===== src/sddc_pkg.sv =====
// Package for the solution and detergent dosing controller: register map, fields, timing
package sddc_pkg;
  // Register byte offsets
  localparam logic [3:0] SDDC_CTRL_OFS   = 4'h0;
  localparam logic [3:0] SDDC_DUTY_OFS   = 4'h4;
  localparam logic [3:0] SDDC_STATUS_OFS = 4'h8;
  localparam logic [3:0] SDDC_RATE_OFS   = 4'hc;
  // Control field positions
  localparam int SDDC_CTRL_SCRUB_BIT = 0;
  localparam int SDDC_CTRL_SOL_BIT   = 1;
  localparam int SDDC_CTRL_DINST_BIT = 2;
  localparam int SDDC_CTRL_DEN_BIT   = 3;
  localparam int SDDC_CTRL_FLOW_LSB  = 4;
  localparam int SDDC_CTRL_RATIO_LSB = 6;
  localparam int SDDC_CTRL_DECK_BIT  = 8;
  // Reset values
  localparam logic [31:0] SDDC_CTRL_RST = 32'h0000_0000;
  localparam logic [31:0] SDDC_DUTY_RST = 32'h0064_3219;
  // Timing in own units
  localparam int SDDC_CLK_PERIOD_NS   = 4;
  localparam int SDDC_MS_NS           = 1000000;
  localparam int SDDC_MS_CYCLES       = (SDDC_MS_NS + SDDC_CLK_PERIOD_NS - 1) / SDDC_CLK_PERIOD_NS;
  localparam int SDDC_VALVE_PERIOD_S  = 6;
  localparam int SDDC_VALVE_PERIOD_MS = SDDC_VALVE_PERIOD_S * 1000;
  localparam int SDDC_PULSE_WIDTH_MS  = 110;
  localparam int SDDC_PULSE_FREQ_MHZ  = 3500;
  localparam int SDDC_PULSE_SPACE_MS  = 1000000 / SDDC_PULSE_FREQ_MHZ;
  localparam int SDDC_MINUTE_MS       = 60000;
  localparam int SDDC_MAX_RATE        = SDDC_PULSE_FREQ_MHZ * 60 / 1000;
  localparam int SDDC_FULL_PCT        = 100;
  // Stroke base per deck type, strokes per minute
  localparam logic [7:0] SDDC_BASE_DISK = 8'h10;
  localparam logic [7:0] SDDC_BASE_FAST = 8'h08;
  // Software control word
  typedef struct packed {
    logic       deck_type;
    logic [1:0] det_ratio;
    logic [1:0] flow_sel;
    logic       det_enable;
    logic       det_installed;
    logic       solution_en;
    logic       scrub_en;
  } sddc_ctrl_s;
endpackage : sddc_pkg


===== src/sddc_top.sv =====
// Solution valve duty-cycle and detergent pump stroke controller with AXI4-Lite registers
//
// Added by the designer: the address map and the AXI4-Lite register port.
`timescale 1ns/10ps
// How it works
// - The valve repeats a six-second period and is on for the duty percentage of it.
// - A duty of one hundred percent keeps the valve on with no off interval.
// - The duty is taken from the selected flow setting and follows it when it changes.
// - The valve output is a low-side switch, high here meaning pulled to ground and open.
// - The valve is on only with no fault, no low voltage, scrub on, deck down and motion.
// - The pump runs under the same conditions plus detergent installed and enabled.
// - While stationary the valve output is left open.
// - With the solution function disabled the valve output stays open whatever motion says.
// - Pump strokes alternate the polarity across the coil, one stroke per reversal.
// - The stroke rate per minute comes from deck type, flow setting and detergent ratio.
// - With the detergent function off neither pump output is driven.
// - Each pump pulse lasts 110 ms unless the pump enable drops mid-stroke, at most about 3.5 pulses per second.
module sddc_top
  import sddc_pkg::*;
#(
  parameter int MS_CYCLES = SDDC_MS_CYCLES
) (
  // Clock and reset
  input  wire logic        aclk,
  input  wire logic        aresetn,
  // AXI4-Lite write address and data
  input  wire logic [3:0]  s_axi_awaddr,
  input  wire logic        s_axi_awvalid,
  output logic             s_axi_awready,
  input  wire logic [31:0] s_axi_wdata,
  input  wire logic [3:0]  s_axi_wstrb,
  input  wire logic        s_axi_wvalid,
  output logic             s_axi_wready,
  // AXI4-Lite write response
  output logic [1:0]       s_axi_bresp,
  output logic             s_axi_bvalid,
  input  wire logic        s_axi_bready,
  // AXI4-Lite read
  input  wire logic [3:0]  s_axi_araddr,
  input  wire logic        s_axi_arvalid,
  output logic             s_axi_arready,
  output logic [31:0]      s_axi_rdata,
  output logic [1:0]       s_axi_rresp,
  output logic             s_axi_rvalid,
  input  wire logic        s_axi_rready,
  // Machine status pins
  input  wire logic        major_fault,
  input  wire logic        low_voltage,
  input  wire logic        deck_below_vac_switch,
  input  wire logic        motion_n,
  // Coil drives
  output logic             solution_valve_sink,
  output logic             detergent_pump_fwd,
  output logic             detergent_pump_back
);

  // Stroke rate from deck, flow and ratio, capped at the pulse ceiling
  function automatic logic [7:0] stroke_rate(input logic deck, input logic [1:0] flow,
                                             input logic [1:0] ratio);
    logic [11:0] r;
    logic [1:0]  f;
    f = (flow == 2'h3) ? 2'h2 : flow;
    r = 12'(deck ? SDDC_BASE_FAST : SDDC_BASE_DISK) * 12'({2'h0, f} + 4'h1)
        * 12'({2'h0, ratio} + 4'h1);
    if (r > 12'(SDDC_MAX_RATE)) r = 12'(SDDC_MAX_RATE);
    return r[7:0];
  endfunction : stroke_rate

  // On-time of the valve in ms for a duty percentage
  function automatic logic [12:0] duty_ms(input logic [7:0] pct);
    duty_ms = (pct >= 8'(SDDC_FULL_PCT)) ? 13'(SDDC_VALVE_PERIOD_MS) : 13'(pct * 60);
  endfunction : duty_ms

  sddc_ctrl_s  ctrl_q;
  logic [31:0] duty_q;
  logic [3:0]  sync1_q;
  logic [3:0]  sync2_q;
  logic [31:0] tick_cnt_q;
  logic        tick;
  logic [12:0] phase_ms_q;
  logic        base_en;
  logic        valve_en;
  logic        pump_en;
  logic [7:0]  duty_pct;
  logic [7:0]  rate;
  logic [16:0] acc_q;
  logic [16:0] acc_sum;
  logic        due_q;
  logic        pulse_q;
  logic [7:0]  pulse_ms_q;
  logic [8:0]  space_ms_q;
  logic        pol_q;
  logic        valve_q;
  logic        fwd_q;
  logic        back_q;
  logic        aw_held_q;
  logic        w_held_q;
  logic [3:0]  awaddr_q;
  logic [31:0] wdata_q;
  logic [3:0]  wstrb_q;
  logic        bvalid_q;
  logic [1:0]  bresp_q;
  logic        rvalid_q;
  logic [31:0] rdata_q;
  logic [1:0]  rresp_q;
  logic        do_write;

  // Two-stage synchronisers on the machine pins
  always_ff @(posedge aclk) begin
    if (!aresetn) begin
      sync1_q <= 4'hb;
      sync2_q <= 4'hb;
    end else begin
      sync1_q <= {motion_n, deck_below_vac_switch, low_voltage, major_fault};
      sync2_q <= sync1_q;
    end
  end

  // Enable gates; motion is active low on the pin
  assign base_en  = !sync2_q[0] && !sync2_q[1] && ctrl_q.scrub_en && sync2_q[2]
                    && !sync2_q[3];
  assign valve_en = base_en && ctrl_q.solution_en;
  assign pump_en  = base_en && ctrl_q.det_installed && ctrl_q.det_enable;

  // Millisecond tick shared by valve and pump timing
  always_ff @(posedge aclk) begin
    if (!aresetn) begin
      tick_cnt_q <= 32'h0;
    end else if (tick) begin
      tick_cnt_q <= 32'h0;
    end else begin
      tick_cnt_q <= tick_cnt_q + 32'h1;
    end
  end
  assign tick = (tick_cnt_q == 32'(MS_CYCLES - 1));

  // Free-running six-second valve phase
  always_ff @(posedge aclk) begin
    if (!aresetn) begin
      phase_ms_q <= 13'h0;
    end else if (tick) begin
      phase_ms_q <= (phase_ms_q == 13'(SDDC_VALVE_PERIOD_MS - 1)) ? 13'h0
                    : phase_ms_q + 13'h1;
    end
  end

  // Duty picked from the active flow setting; setting 3 acts as high
  always_comb begin
    case (ctrl_q.flow_sel)
      2'h0:    duty_pct = duty_q[7:0];
      2'h1:    duty_pct = duty_q[15:8];
      default: duty_pct = duty_q[23:16];
    endcase
  end

  // Valve sink; full duty never meets the off compare
  always_ff @(posedge aclk) begin
    if (!aresetn) begin
      valve_q <= 1'b0;
    end else begin
      valve_q <= valve_en && (phase_ms_q < duty_ms(duty_pct));
    end
  end

  // Stroke scheduler; an accumulator avoids a divider for 60 s / rate
  assign rate    = stroke_rate(ctrl_q.deck_type, ctrl_q.flow_sel, ctrl_q.det_ratio);
  assign acc_sum = acc_q + {9'h0, rate};
  always_ff @(posedge aclk) begin
    if (!aresetn || !pump_en) begin
      acc_q <= 17'h0;
    end else if (tick) begin
      acc_q <= (acc_sum >= 17'(SDDC_MINUTE_MS)) ? acc_sum - 17'(SDDC_MINUTE_MS)
               : acc_sum;
    end
  end

  // A due stroke waits for the spacing window instead of being dropped
  always_ff @(posedge aclk) begin
    if (!aresetn || !pump_en) begin
      due_q <= 1'b0;
    end else if (tick && acc_sum >= 17'(SDDC_MINUTE_MS)) begin
      due_q <= 1'b1;
    end else if (tick && !pulse_q && due_q && space_ms_q == 9'h0) begin
      due_q <= 1'b0;
    end
  end

  // Pulse timers; a pulse starts on a tick so its width is whole milliseconds
  always_ff @(posedge aclk) begin
    if (!aresetn || !pump_en) begin
      pulse_q    <= 1'b0;
      pulse_ms_q <= 8'h0;
      space_ms_q <= 9'h0;
    end else if (tick && !pulse_q && due_q && space_ms_q == 9'h0) begin
      pulse_q    <= 1'b1;
      pulse_ms_q <= 8'h0;
      space_ms_q <= 9'(SDDC_PULSE_SPACE_MS);
    end else if (tick) begin
      if (pulse_q && pulse_ms_q == 8'(SDDC_PULSE_WIDTH_MS - 1)) begin
        pulse_q <= 1'b0;
      end
      pulse_ms_q <= pulse_ms_q + 8'h1;
      if (space_ms_q != 9'h0) begin
        space_ms_q <= space_ms_q - 9'h1;
      end
    end
  end

  // Polarity flips at each pulse end, kept across enable drops
  always_ff @(posedge aclk) begin
    if (!aresetn) begin
      pol_q <= 1'b0;
    end else if (pulse_q && (!pump_en || (tick &&
                 pulse_ms_q == 8'(SDDC_PULSE_WIDTH_MS - 1)))) begin
      pol_q <= !pol_q;
    end
  end

  // Bridge legs; never both, nothing when pump is off
  always_ff @(posedge aclk) begin
    if (!aresetn) begin
      fwd_q  <= 1'b0;
      back_q <= 1'b0;
    end else begin
      fwd_q  <= pump_en && pulse_q && !pol_q;
      back_q <= pump_en && pulse_q && pol_q;
    end
  end

  assign solution_valve_sink = valve_q;
  assign detergent_pump_fwd  = fwd_q;
  assign detergent_pump_back = back_q;

  // AXI write: address and data latched independently
  assign s_axi_awready = !aw_held_q;
  assign s_axi_wready  = !w_held_q;
  assign do_write      = aw_held_q && w_held_q && !bvalid_q;
  always_ff @(posedge aclk) begin
    if (!aresetn) begin
      aw_held_q <= 1'b0;
      w_held_q  <= 1'b0;
      awaddr_q  <= 4'h0;
      wdata_q   <= 32'h0;
      wstrb_q   <= 4'h0;
    end else begin
      if (s_axi_awvalid && !aw_held_q) begin
        aw_held_q <= 1'b1;
        awaddr_q  <= s_axi_awaddr;
      end else if (do_write) begin
        aw_held_q <= 1'b0;
      end
      if (s_axi_wvalid && !w_held_q) begin
        w_held_q <= 1'b1;
        wdata_q  <= s_axi_wdata;
        wstrb_q  <= s_axi_wstrb;
      end else if (do_write) begin
        w_held_q <= 1'b0;
      end
    end
  end

  // Register writes with byte lanes; unmapped answers SLVERR
  always_ff @(posedge aclk) begin
    if (!aresetn) begin
      ctrl_q   <= SDDC_CTRL_RST[8:0];
      duty_q   <= SDDC_DUTY_RST;
      bvalid_q <= 1'b0;
      bresp_q  <= 2'h0;
    end else begin
      if (do_write) begin
        bvalid_q <= 1'b1;
        bresp_q  <= 2'h0;
        case (awaddr_q & 4'hc)
          SDDC_CTRL_OFS: begin
            if (wstrb_q[0]) ctrl_q[7:0] <= wdata_q[7:0];
            if (wstrb_q[1]) ctrl_q[8]   <= wdata_q[SDDC_CTRL_DECK_BIT];
          end
          SDDC_DUTY_OFS: begin
            for (int i = 0; i < 3; i++) begin
              if (wstrb_q[i]) duty_q[8*i +: 8] <= wdata_q[8*i +: 8];
            end
          end
          SDDC_STATUS_OFS, SDDC_RATE_OFS: bresp_q <= 2'h0;
          default: bresp_q <= 2'h2;
        endcase
      end else if (s_axi_bready) begin
        bvalid_q <= 1'b0;
      end
    end
  end
  assign s_axi_bvalid = bvalid_q;
  assign s_axi_bresp  = bresp_q;

  // AXI read, one cycle after the address is taken
  assign s_axi_arready = !rvalid_q;
  always_ff @(posedge aclk) begin
    if (!aresetn) begin
      rvalid_q <= 1'b0;
      rdata_q  <= 32'h0;
      rresp_q  <= 2'h0;
    end else if (s_axi_arvalid && !rvalid_q) begin
      rvalid_q <= 1'b1;
      rresp_q  <= 2'h0;
      case (s_axi_araddr & 4'hc)
        SDDC_CTRL_OFS:   rdata_q <= {23'h0, ctrl_q};
        SDDC_DUTY_OFS:   rdata_q <= {8'h0, duty_q[23:0]};
        SDDC_STATUS_OFS: rdata_q <= {22'h0, back_q, fwd_q, valve_q, pump_en, valve_en,
                                     base_en, sync2_q};
        SDDC_RATE_OFS:   rdata_q <= {24'h0, rate};
        default: begin
          rdata_q <= 32'h0;
          rresp_q <= 2'h2;
        end
      endcase
    end else if (s_axi_rready) begin
      rvalid_q <= 1'b0;
    end
  end
  assign s_axi_rvalid = rvalid_q;
  assign s_axi_rdata  = rdata_q;
  assign s_axi_rresp  = rresp_q;

  logic [1:0] last_leg_q;
  always_ff @(posedge aclk) begin
    if (!aresetn) begin
      last_leg_q <= 2'h0;
    end else if (fwd_q) begin
      last_leg_q <= 2'h1;
    end else if (back_q) begin
      last_leg_q <= 2'h2;
    end
  end
endmodule : sddc_top


===== config.mk =====
export PLATFORM = sky130hd
export DESIGN_NAME = sddc_top
export DESIGN_NICKNAME = d
export VERILOG_FILES = /design/src/sddc_pkg.sv /design/src/sddc_top.sv
export SDC_FILE = /design/constraint.sdc
export NUM_CORES = 1
export LEC_CHECK = 0
export ABC_AREA = 1
export BUFFER_PORTS_ARGS = -buffer_cell sky130_fd_sc_hd__clkbuf_2
export CORE_MARGIN = 8
export CORE_UTILIZATION = 38
export DETAILED_ROUTE_END_ITERATION = 12
export PLACE_DENSITY = 0.63
export SKIP_CTS_REPAIR_TIMING = 1
export SYNTH_ARGS = -nofsm -noshare
export SYNTH_HDL_FRONTEND = slang
export SYNTH_SLANG_ARGS = --single-unit

===== constraint.sdc =====
create_clock -name aclk -period 6.5 [get_ports aclk]
set_input_delay 1.3 -clock aclk [delete_from_list [all_inputs] [get_ports aclk]]
set_output_delay 1.3 -clock aclk [all_outputs]
set_load 0.02 [all_outputs]

## Yosys cells after proc, flatten, opt, wreduce, memory -nomap -nowiden

Index checks and enable logic that the tools add are counted.
Widths: inputs -> output; s select.

- Register bits: 197
- Input bits: 55
- Output and inout bits: 44

- $add $sub $neg: 8
- $mul: 3
- Magnitude comparators: 4
- Equality and inequality tests: 11
- Multiplexer cells: 25
- Bitwise logic cells: 1
- Reductions and logical operators: 61

Operators by type and width:

| operator | number |
|---|---|
| $pmux 24 s4 | 1 |
| $add 32x1->32 const B | 1 |
| $eq 32x18->1 const B | 1 |
| $mux 9 | 3 |
| $mux 13 | 2 |
| $logic_and 1x1->1 | 23 |
| $add 17x8->17 | 1 |
| $ge 17x16->1 const B | 1 |
| $mux 17 | 1 |
| $sub 17x16->17 const B | 1 |
| $pmux 8 s2 | 1 |
| $reduce_bool 2->1 | 8 |
| $reduce_and 3->1 | 5 |
| $add 13x1->13 const B | 1 |
| $eq 13x13->1 const B | 1 |
| $lt 13x13->1 | 1 |
| $mux 1 | 12 |
| $gt 11x8->1 const B | 1 |
| $logic_not 1->1 | 11 |
| $mul 8x3->11 | 1 |
| $mul 8x4->11 const B | 1 |
| $eq 2x2->1 const B | 5 |
| $logic_not 9->1 | 1 |
| $reduce_bool 9->1 | 1 |
| other kinds (17) | 28 |

## Longest topological paths before layout

Gate-level depths: netlist of run 1.

- Depth after elaboration: 11
- Mapped depth: 36

## Least setup slack after synthesis of run 1

OpenSTA, ideal clock, no wires.

- Kind: reg-to-reg
- Start point: register ctrl_q[5] in the netlist's numbering
- End point: register acc_q[13]
- Library setup time: 109 ps
- Data arrival time: 4592 ps
- Data required time: 6391 ps
- Slack: 1799 ps
- Cell stages (with the launch flop): 33
- Path buffers: 2
- Period minus slack after synthesis: 4701 ps
- Cells stage by stage: dfxtp_1 inv_1 nand2_1 clkbuf_1 o21ai_0 inv_1 nand2_1 fa_1 inv_1 ha_1 fa_1 xnor2_1 nor2_1 o21ai_0 nand2_1 nor3_1 ha_1 nand3_1 nand3_1 xnor2_1 inv_1 ha_1 inv_1 nand3_1 nand4_1 nand2_2 nand2_4 nand3_2 buf_6 o21ai_1 nand3_1 nand2_1 inv_1

- Cells in the longest elaborated chain, start to end: 10
- Elaborated cells on any way between the ends: 11

Ends and longest elaborated chain:

| item | line | source |
|---|---|---|
| start: declaration | sddc_top.sv:74 | `sddc_ctrl_s ctrl_q;` |
| start signal: assignment | sddc_top.sv:265 | `ctrl_q <= SDDC_CTRL_RST[8:0];` |
| $eq 2x2->1 | sddc_top.sv:62 | `f = (flow == 2'h3) ? 2'h2 : flow;` |
| $mux 2 * | sddc_top.sv:62 |  |
| $add 2x1->3 * | sddc_top.sv:63 | `r = 12'(deck ? SDDC_BASE_FAST : SDDC_BASE_DISK) * 12'({2'h0, f} + 4'h1)` |
| $mul 5x3->8 * | sddc_top.sv:63 |  |
| $mul 8x3->11 * | sddc_top.sv:64 | `* 12'({2'h0, ratio} + 4'h1);` |
| $gt 11x8->1 | sddc_top.sv:65 | `if (r > 12'(SDDC_MAX_RATE)) r = 12'(SDDC_MAX_RATE);` |
| $mux 8 * | sddc_top.sv:65 |  |
| $add 17x8->17 * | sddc_top.sv:167 | `assign acc_sum = acc_q + {9'h0, rate};` |
| $sub 17x16->17 or $ge 17x16->1 (tied branches) | sddc_top.sv:172 | `acc_q <= (acc_sum >= 17'(SDDC_MINUTE_MS)) ? acc_sum - 17'(SDDC_MINUTE_MS)` |
| $mux 17 * | sddc_top.sv:172 |  |
| end signal: assignment | sddc_top.sv:172 |  |
| end: declaration | sddc_top.sv:86 | `logic [16:0] acc_q;` |

Every way passes the cells marked *; elsewhere a longest branch is shown, timed or not.
A chain may end at the register's enable or synchronous reset.

## Final worst setup path of run 1

- Start point: register ctrl_q[5] in the netlist's numbering
- End point: register acc_q[14]

Same word-level chain as after synthesis.

==> metrics, run 1 <==
Distinct cells, synth between 40 and 50; Least-Margin Pin Slew approximately 1 ns; count of input and output buffers 75; cell taking the most area after synthesis dfxtp_1; Final Non-Filler Cells ~1900; peak supply drop roughly 0.00011 V; total track usage between 10% and 20%; Final Power approximately 2.5 mW; Slew HR between 30% and 40%; Final Critical Period approximately 5.6 ns; drt initial violations about 610; flops & latches, synth approximately 180; largest net degree at the start of global routing between 80 and 90; GR Overflow Total 0; DP HPWL between 15000 and 20000 um; Yosys top cell area share 35.8%; RSZ-0062 raised after global routing no; Worst path max stage delay 0.51 ns; Cell Rows 60; # DRC 0; clock slew at reported path FFs about 0.07 ns; antenna viol nets, final 0; EDFF count, synth 0; CP max stage cell fa_1; CP Class reg -> reg; vias roughly 9500; GR Layer Usage met3 under 10%; Die Ht roughly 180 um; Synth Flop Type dfxtp_1; routed len/inst about 14 um; fin nets 1656; most frequent CP cell inv_1; Critical Path RT 6.83 ns; final hold slack 0.416 ns; share of cells above drive strength 1 between 10% and 20%; die width about 180 um; H-tree Lvls 4; Final Core Density 43.1%; clock sinks 184; vias in the first global route 8892; Post-synth top cells 248 x nand2_1, 227 x nor2_1, 198 x inv_1; initial core utilization slightly below 40%; Final Cell Area ~0.012 mm2; LEAKAGE 5.12 nW; clock latency on the worst-skew pair approximately 0.43 ns; top cells by area, synth dfxtp_1 36%, nand2_1 9.0%, nor2_1 8.3%; crit path max fanout 12; total CTS buffers 17; most frequent cell after synthesis nand2_1; final-report setup violation count 0; Most Crowded Layer GR met2; Hold Fails Final Rpt 0; CTS tree yes; Boundary Pins between 90 and 100; Max Fclk around 180 MHz; core area roughly 0.027 mm2; Cells after Synth 1468; die area approximately 0.033 mm2; Max Cap Violations 0; crit end category register; CP Launch Type register; Synth Cell Area ~0.010 mm2; Clock Tree Buf Depth 2; power per cell area 214 mW/mm2; worst setup margin just under 0.9 ns; Mean Syn Cell Area 7.02 um2; Post-Place Cell Area 0.0109 mm2; first-pass GRT wire length between 40000 and 50000 um; Placed Instances 1854; Post-Route WL between 20000 and 30000 um; Final period util 86.3%; 1st-pass router iterations 5; HP Class reg -> reg; GRT met2 Usage roughly a quarter; mean number of vias per cell between 5 and 6; Worst Skew around 0.012 ns; M1 GR Usage between 20 and 25%; pre-CTS WS approximately 0.95 ns; Root Driver clkbuf_16; initial antenna violation count 1; Worst EP arrival 5.94 ns; sequential share of the synthesized area a little over a third; Area growth syn-to-layout 12.1%; status finished clean; Slew Limit Fails 0; yosys warns 0; FFs w/ async S/R, synth 0%; GP Congestion 0.846; Setup TNS 0 ns
cells by family after synthesis:
family          share of synthesized area (%)
compound gates                           13.8
xor+xnor                                 1.62
fa+ha+maj                                9.62
buf+inv                                  9.43
flops                                    35.8
other cells                            0.0364
simple gates                             29.7
power breakdown:
| part | internal, mW | switching, mW |
|---|---|---|
| combinational | 0.0874 | 0.159 |
| clock | 0.556 | 0.495 |
| sequential | 1.15 | 0.0187 |
| total | 1.80 | 0.673 |
state kept, by name (all words and copies together), names as in the netlist, 2 cells and up:
register	count
acc_q	16
awaddr_q	2
ctrl_q	9
duty_q	24
phase_ms_q	13
pulse_ms_q	8
s_axi_rdata	24
space_ms_q	9
sync1_q	4
sync2_q	4
tick_cnt_q	32
wdata_q	24
wstrb_q	3
final timing paths:
path / startpoint / to / slack [ns] / depth (start not counted)
min reg2reg: sync1_q[3] / sync2_q[3] / 0.42 / 1
max reg2reg: ctrl_q[5] / acc_q[14] / 0.89 / 30
max: ctrl_q[5] / acc_q[14] / 0.89 / 30
min: sync1_q[3] / sync2_q[3] / 0.42 / 1
final cells by class:
class,instances,area (um2)
fillers,2731,15300
clock inverters,14,158
inverters,202,758
multi-input cells,1050,5690
flip-flops and latches,184,3680
well taps,341,427
clock buffers,18,439
diodes,1,2.50
repair buffers,77,390
worst max-delay path, delay by kind of cell (launching register included):
family | cells | cell delay (ns)
AOI/OAI and AO/OA | 2 | 0.25
xor gates and xnor gates | 2 | 0.52
adders and majority gates | 5 | 1.72
buffers and inverters | 6 | 0.54
DFF | 1 | 0.34
and+or+nand+nor | 15 | 2.14
placed cells by master, fill, tap and decap left out, drive strengths merged, types with 2 or more instances in the layout:
| cell | synthesis | layout |
|---|---|---|
| nand2 | 265 | 265 |
| nor2 | 234 | 234 |
| inv | 201 | 207 |
| dfxtp | 184 | 184 |
| o21ai | 103 | 103 |
| a21oi | 97 | 97 |
| clkbuf | 27 | 93 |
| nand3 | 87 | 87 |
| ha | 52 | 52 |
| nor3 | 41 | 41 |
| nand4 | 30 | 30 |
| fa | 17 | 17 |
| nor4 | 15 | 15 |
| or2 | 15 | 15 |
| a22oi | 14 | 14 |
| xor2 | 13 | 13 |
| conb | 1 | 12 |
| o21a | 9 | 9 |
| a31oi | 9 | 9 |
| xnor2 | 6 | 6 |
| clkinv | 1 | 6 |
| a221oi | 5 | 5 |
| nor3b | 4 | 4 |
| nand3b | 3 | 3 |
| a211oi | 3 | 3 |
| o211ai | 3 | 3 |
| a21boi | 2 | 2 |
| o22ai | 2 | 2 |
| o21bai | 2 | 2 |
| o211a | 2 | 2 |
| clkinvlp | 0 | 2 |
| buf | 16 | 2 |
layer usage:
metal / wire (um) / vias up / part of all wire [%]
met1: 12900 / 4416 / 49
met5: 0 / - / 0
li1: - / 4907 / -
met3: 1100 / 19 / 4.2
met2: 11800 / 178 / 45
met4: 365 / 0 / 1.4
Note: power is estimated with default switching activity, not from simulation.
==> run 2: changes to the inputs <==
--- a/config.mk
+++ b/config.mk
@@ -7,10 +7,10 @@
 export LEC_CHECK = 0
 export ABC_AREA = 1
 export BUFFER_PORTS_ARGS = -buffer_cell sky130_fd_sc_hd__clkbuf_2
-export CORE_MARGIN = 8
+export CORE_MARGIN = 5
 export CORE_UTILIZATION = 38
 export DETAILED_ROUTE_END_ITERATION = 12
-export PLACE_DENSITY = 0.63
+export PLACE_DENSITY = 0.65
 export SKIP_CTS_REPAIR_TIMING = 1
 export SYNTH_ARGS = -nofsm -noshare
 export SYNTH_HDL_FRONTEND = slang
==> constraint.sdc (replaced) <==
create_clock -name aclk -period 4.73 [get_ports aclk]
set_input_delay 0.946 -clock aclk [delete_from_list [all_inputs] [get_ports aclk]]
set_output_delay 0.946 -clock aclk [all_outputs]
set_load 0.02 [all_outputs]
==> run 2 against run 1 <==
Effect of this change: worst setup slack got worse by 0.71 ns; sequential share of layout area fell by 2.5 points; global-route usage rose by 1.0 points; final cell count rose by 3.7%; routed wire length rose by 3.8%; clock skew rose by 0.0028 ns; first-iteration DRC count rose by 6.6%; highest routed layer unchanged.
==> metrics, run 2 (synthesis results as in run 1) <==
status finished clean; share of cells above drive strength 1 between 15 and 20%; Least-Margin Pin Slew 1.06 ns; max reg flops 32; Worst EP arrival between 4 and 5 ns; Root Driver clkbuf_16; Clock Tree Buf Depth 2; clock sinks ~180; CP max stage cell fa_1; mean number of vias per cell between 4 and 5; reg2reg start ctrl_q[4]; initial core utilization 38.4%; count of input and output buffers between 70 and 80; core area between 0.02 and 0.03 mm2; die area around 0.03 mm2; die width roughly 170 um; power per cell area approximately 270 mW/mm2; commonest non-fill, non-tap cell in the layout nor2_1; Clk pwr share between 40 and 50%; Post-Route WL ~27000 um; routed len/inst 13.9 um; Final Critical Period between 4 and 5 ns; total CTS buffers 17; Filler cells between 2000 and 3000; ant diodes 0; GP Congestion just under 0.9; GR Overflow Total 0; Crit. Startpoint ctrl_q[4]; H-tree Lvls 4; final-report setup violation count 0; sequential share of power a little under half; fin nets 1728; drt initial violations 647; HP Class reg -> reg; Max Fclk 220 MHz; Sw Pwr between 800 and 900 uW; CTS tree yes; antenna viol nets, final 0; vias 9771; crit path max fanout 7; clock slew at reported path FFs about 0.07 ns; R2R setup slack 0.18 ns; HP Start sync1_q[3]; DP HPWL approximately 20000 um; Cell Rows 60; most flop-heavy register tick_cnt_q; Final period util a little over nine tenths; 1st-pass router iterations 6; Comb pwr share 11.8%; clock latency on the worst-skew pair between 0.4 and 0.5 ns; # DRC 0; Hold Fails Final Rpt 0; CP Class reg -> reg; Slew HR between 20 and 30%; Area growth syn-to-layout 21.9%; total track usage between 10% and 20%; largest net degree at the start of global routing 50; P_int 2.50 mW; RSZ-0062 raised after global routing yes; most frequent cells in the layout 217 x nor2_1, 212 x nand2_1, 188 x inv_1; Max Cap Violations 0; Slew Limit Fails 0; Critical Path RT about 5.1 ns; initial antenna violation count 0; Worst Skew 0.0145 ns; Final Core Density 46.8%; peak supply drop approximately 0.00022 V; LEAKAGE between 5 and 6 nW; Final Power 3.39 mW; vias in the first global route 8987; Die Ht about 170 um; Boundary Pins a little under 100; switching power share of the total roughly a quarter; Worst path max stage delay slightly above 0.5 ns; first-pass GRT wire length around 43000 um; CP Launch Type register; crit end category register
==> run 2: changes by cell type in the layout (fill, tap and decap cells not counted), moves of 7 or more <==
cell,change
nand3_1,-10
nand2_2,+20
nor2_4,+8
inv_2,+9
buf_4,+68
nand2_4,+16
ha_1,-11
nand2_1,-36
nor2_1,-10
nand3_2,+7
inv_1,-10
ha_4,+8
==> run 2: power groups by stage <==
stage	clock network, mW	logic, mW	registers, mW
final	1.37	0.399	1.61
after detailed placement	0	0.359	1.65
after CTS	1.40	0.362	1.61
after global placement	0	0.353	1.65
after floorplan	0	0.246	1.65
after global routing	1.47	0.454	1.62
==> run 2: layout make-up <==
| type | instances | area [um2] | share of cell area [%] |
|---|---|---|---|
| multi-input cells | 1050 | 6170 | 49.1 |
| flip-flops and latches | 184 | 3690 | 29.4 |
| repair buffers | 149 | 955 | 7.60 |
| inverters | 202 | 761 | 6.06 |
| clock buffers | 21 | 460 | 3.67 |
| well taps | 341 | 427 | 3.40 |
| clock inverters | 9 | 93.8 | 0.748 |
==> run 2: metrics by stage <==
| stage | hold slack, ns | worst slack (ns) | cell area (um2) | std cells | setup TNS [ns] |
|---|---|---|---|---|---|
| 2_1_floorplan | 0.390 | 0.0292 | 10300 | 1479 | 0 |
| 3_3_place_gp | 0.401 | -0.0404 | 11300 | 1906 | -0.178 |
| 3_5_place_dp | 0.399 | -0.135 | 11300 | 1906 | -1.34 |
| 4_1_cts | 0.405 | -0.159 | 11900 | 1936 | -1.67 |
| 5_1_grt | 0.411 | -0.113 | 12600 | 1956 | -1.16 |
| 6_report | 0.404 | 0.175 | 12600 | 1956 | 0 |
==> run 2: per-layer routing <==
metal	track usage, %	vias up	wire, um
met1	24.0	4503	13200
met2	27.2	193	12500
met4	4.58	0	330
met3	2.77	23	1080
li1	-	5052	-
met5	0	-	0
==> run 2: worst max-delay path: cells and delay by family, from the launching register on <==
kind	cells	cell delay, ns
XOR/XNOR	1	0.19
AND/OR/NAND/NOR	21	1.65
buffers and inverters	6	0.58
flip-flops	1	0.38
adder cells (fa/ha/maj)	5	1.54
AO/OA/AOI/OAI	1	0.09
==> run 2: path summary, 6_finish.rpt <==
path | cells past startpoint | end
worst max-delay path | 34 | acc_q[10]
worst max register to register | 34 | acc_q[10]
worst min register to register | 1 | sync2_q[3]
worst min-delay path | 1 | sync2_q[3]
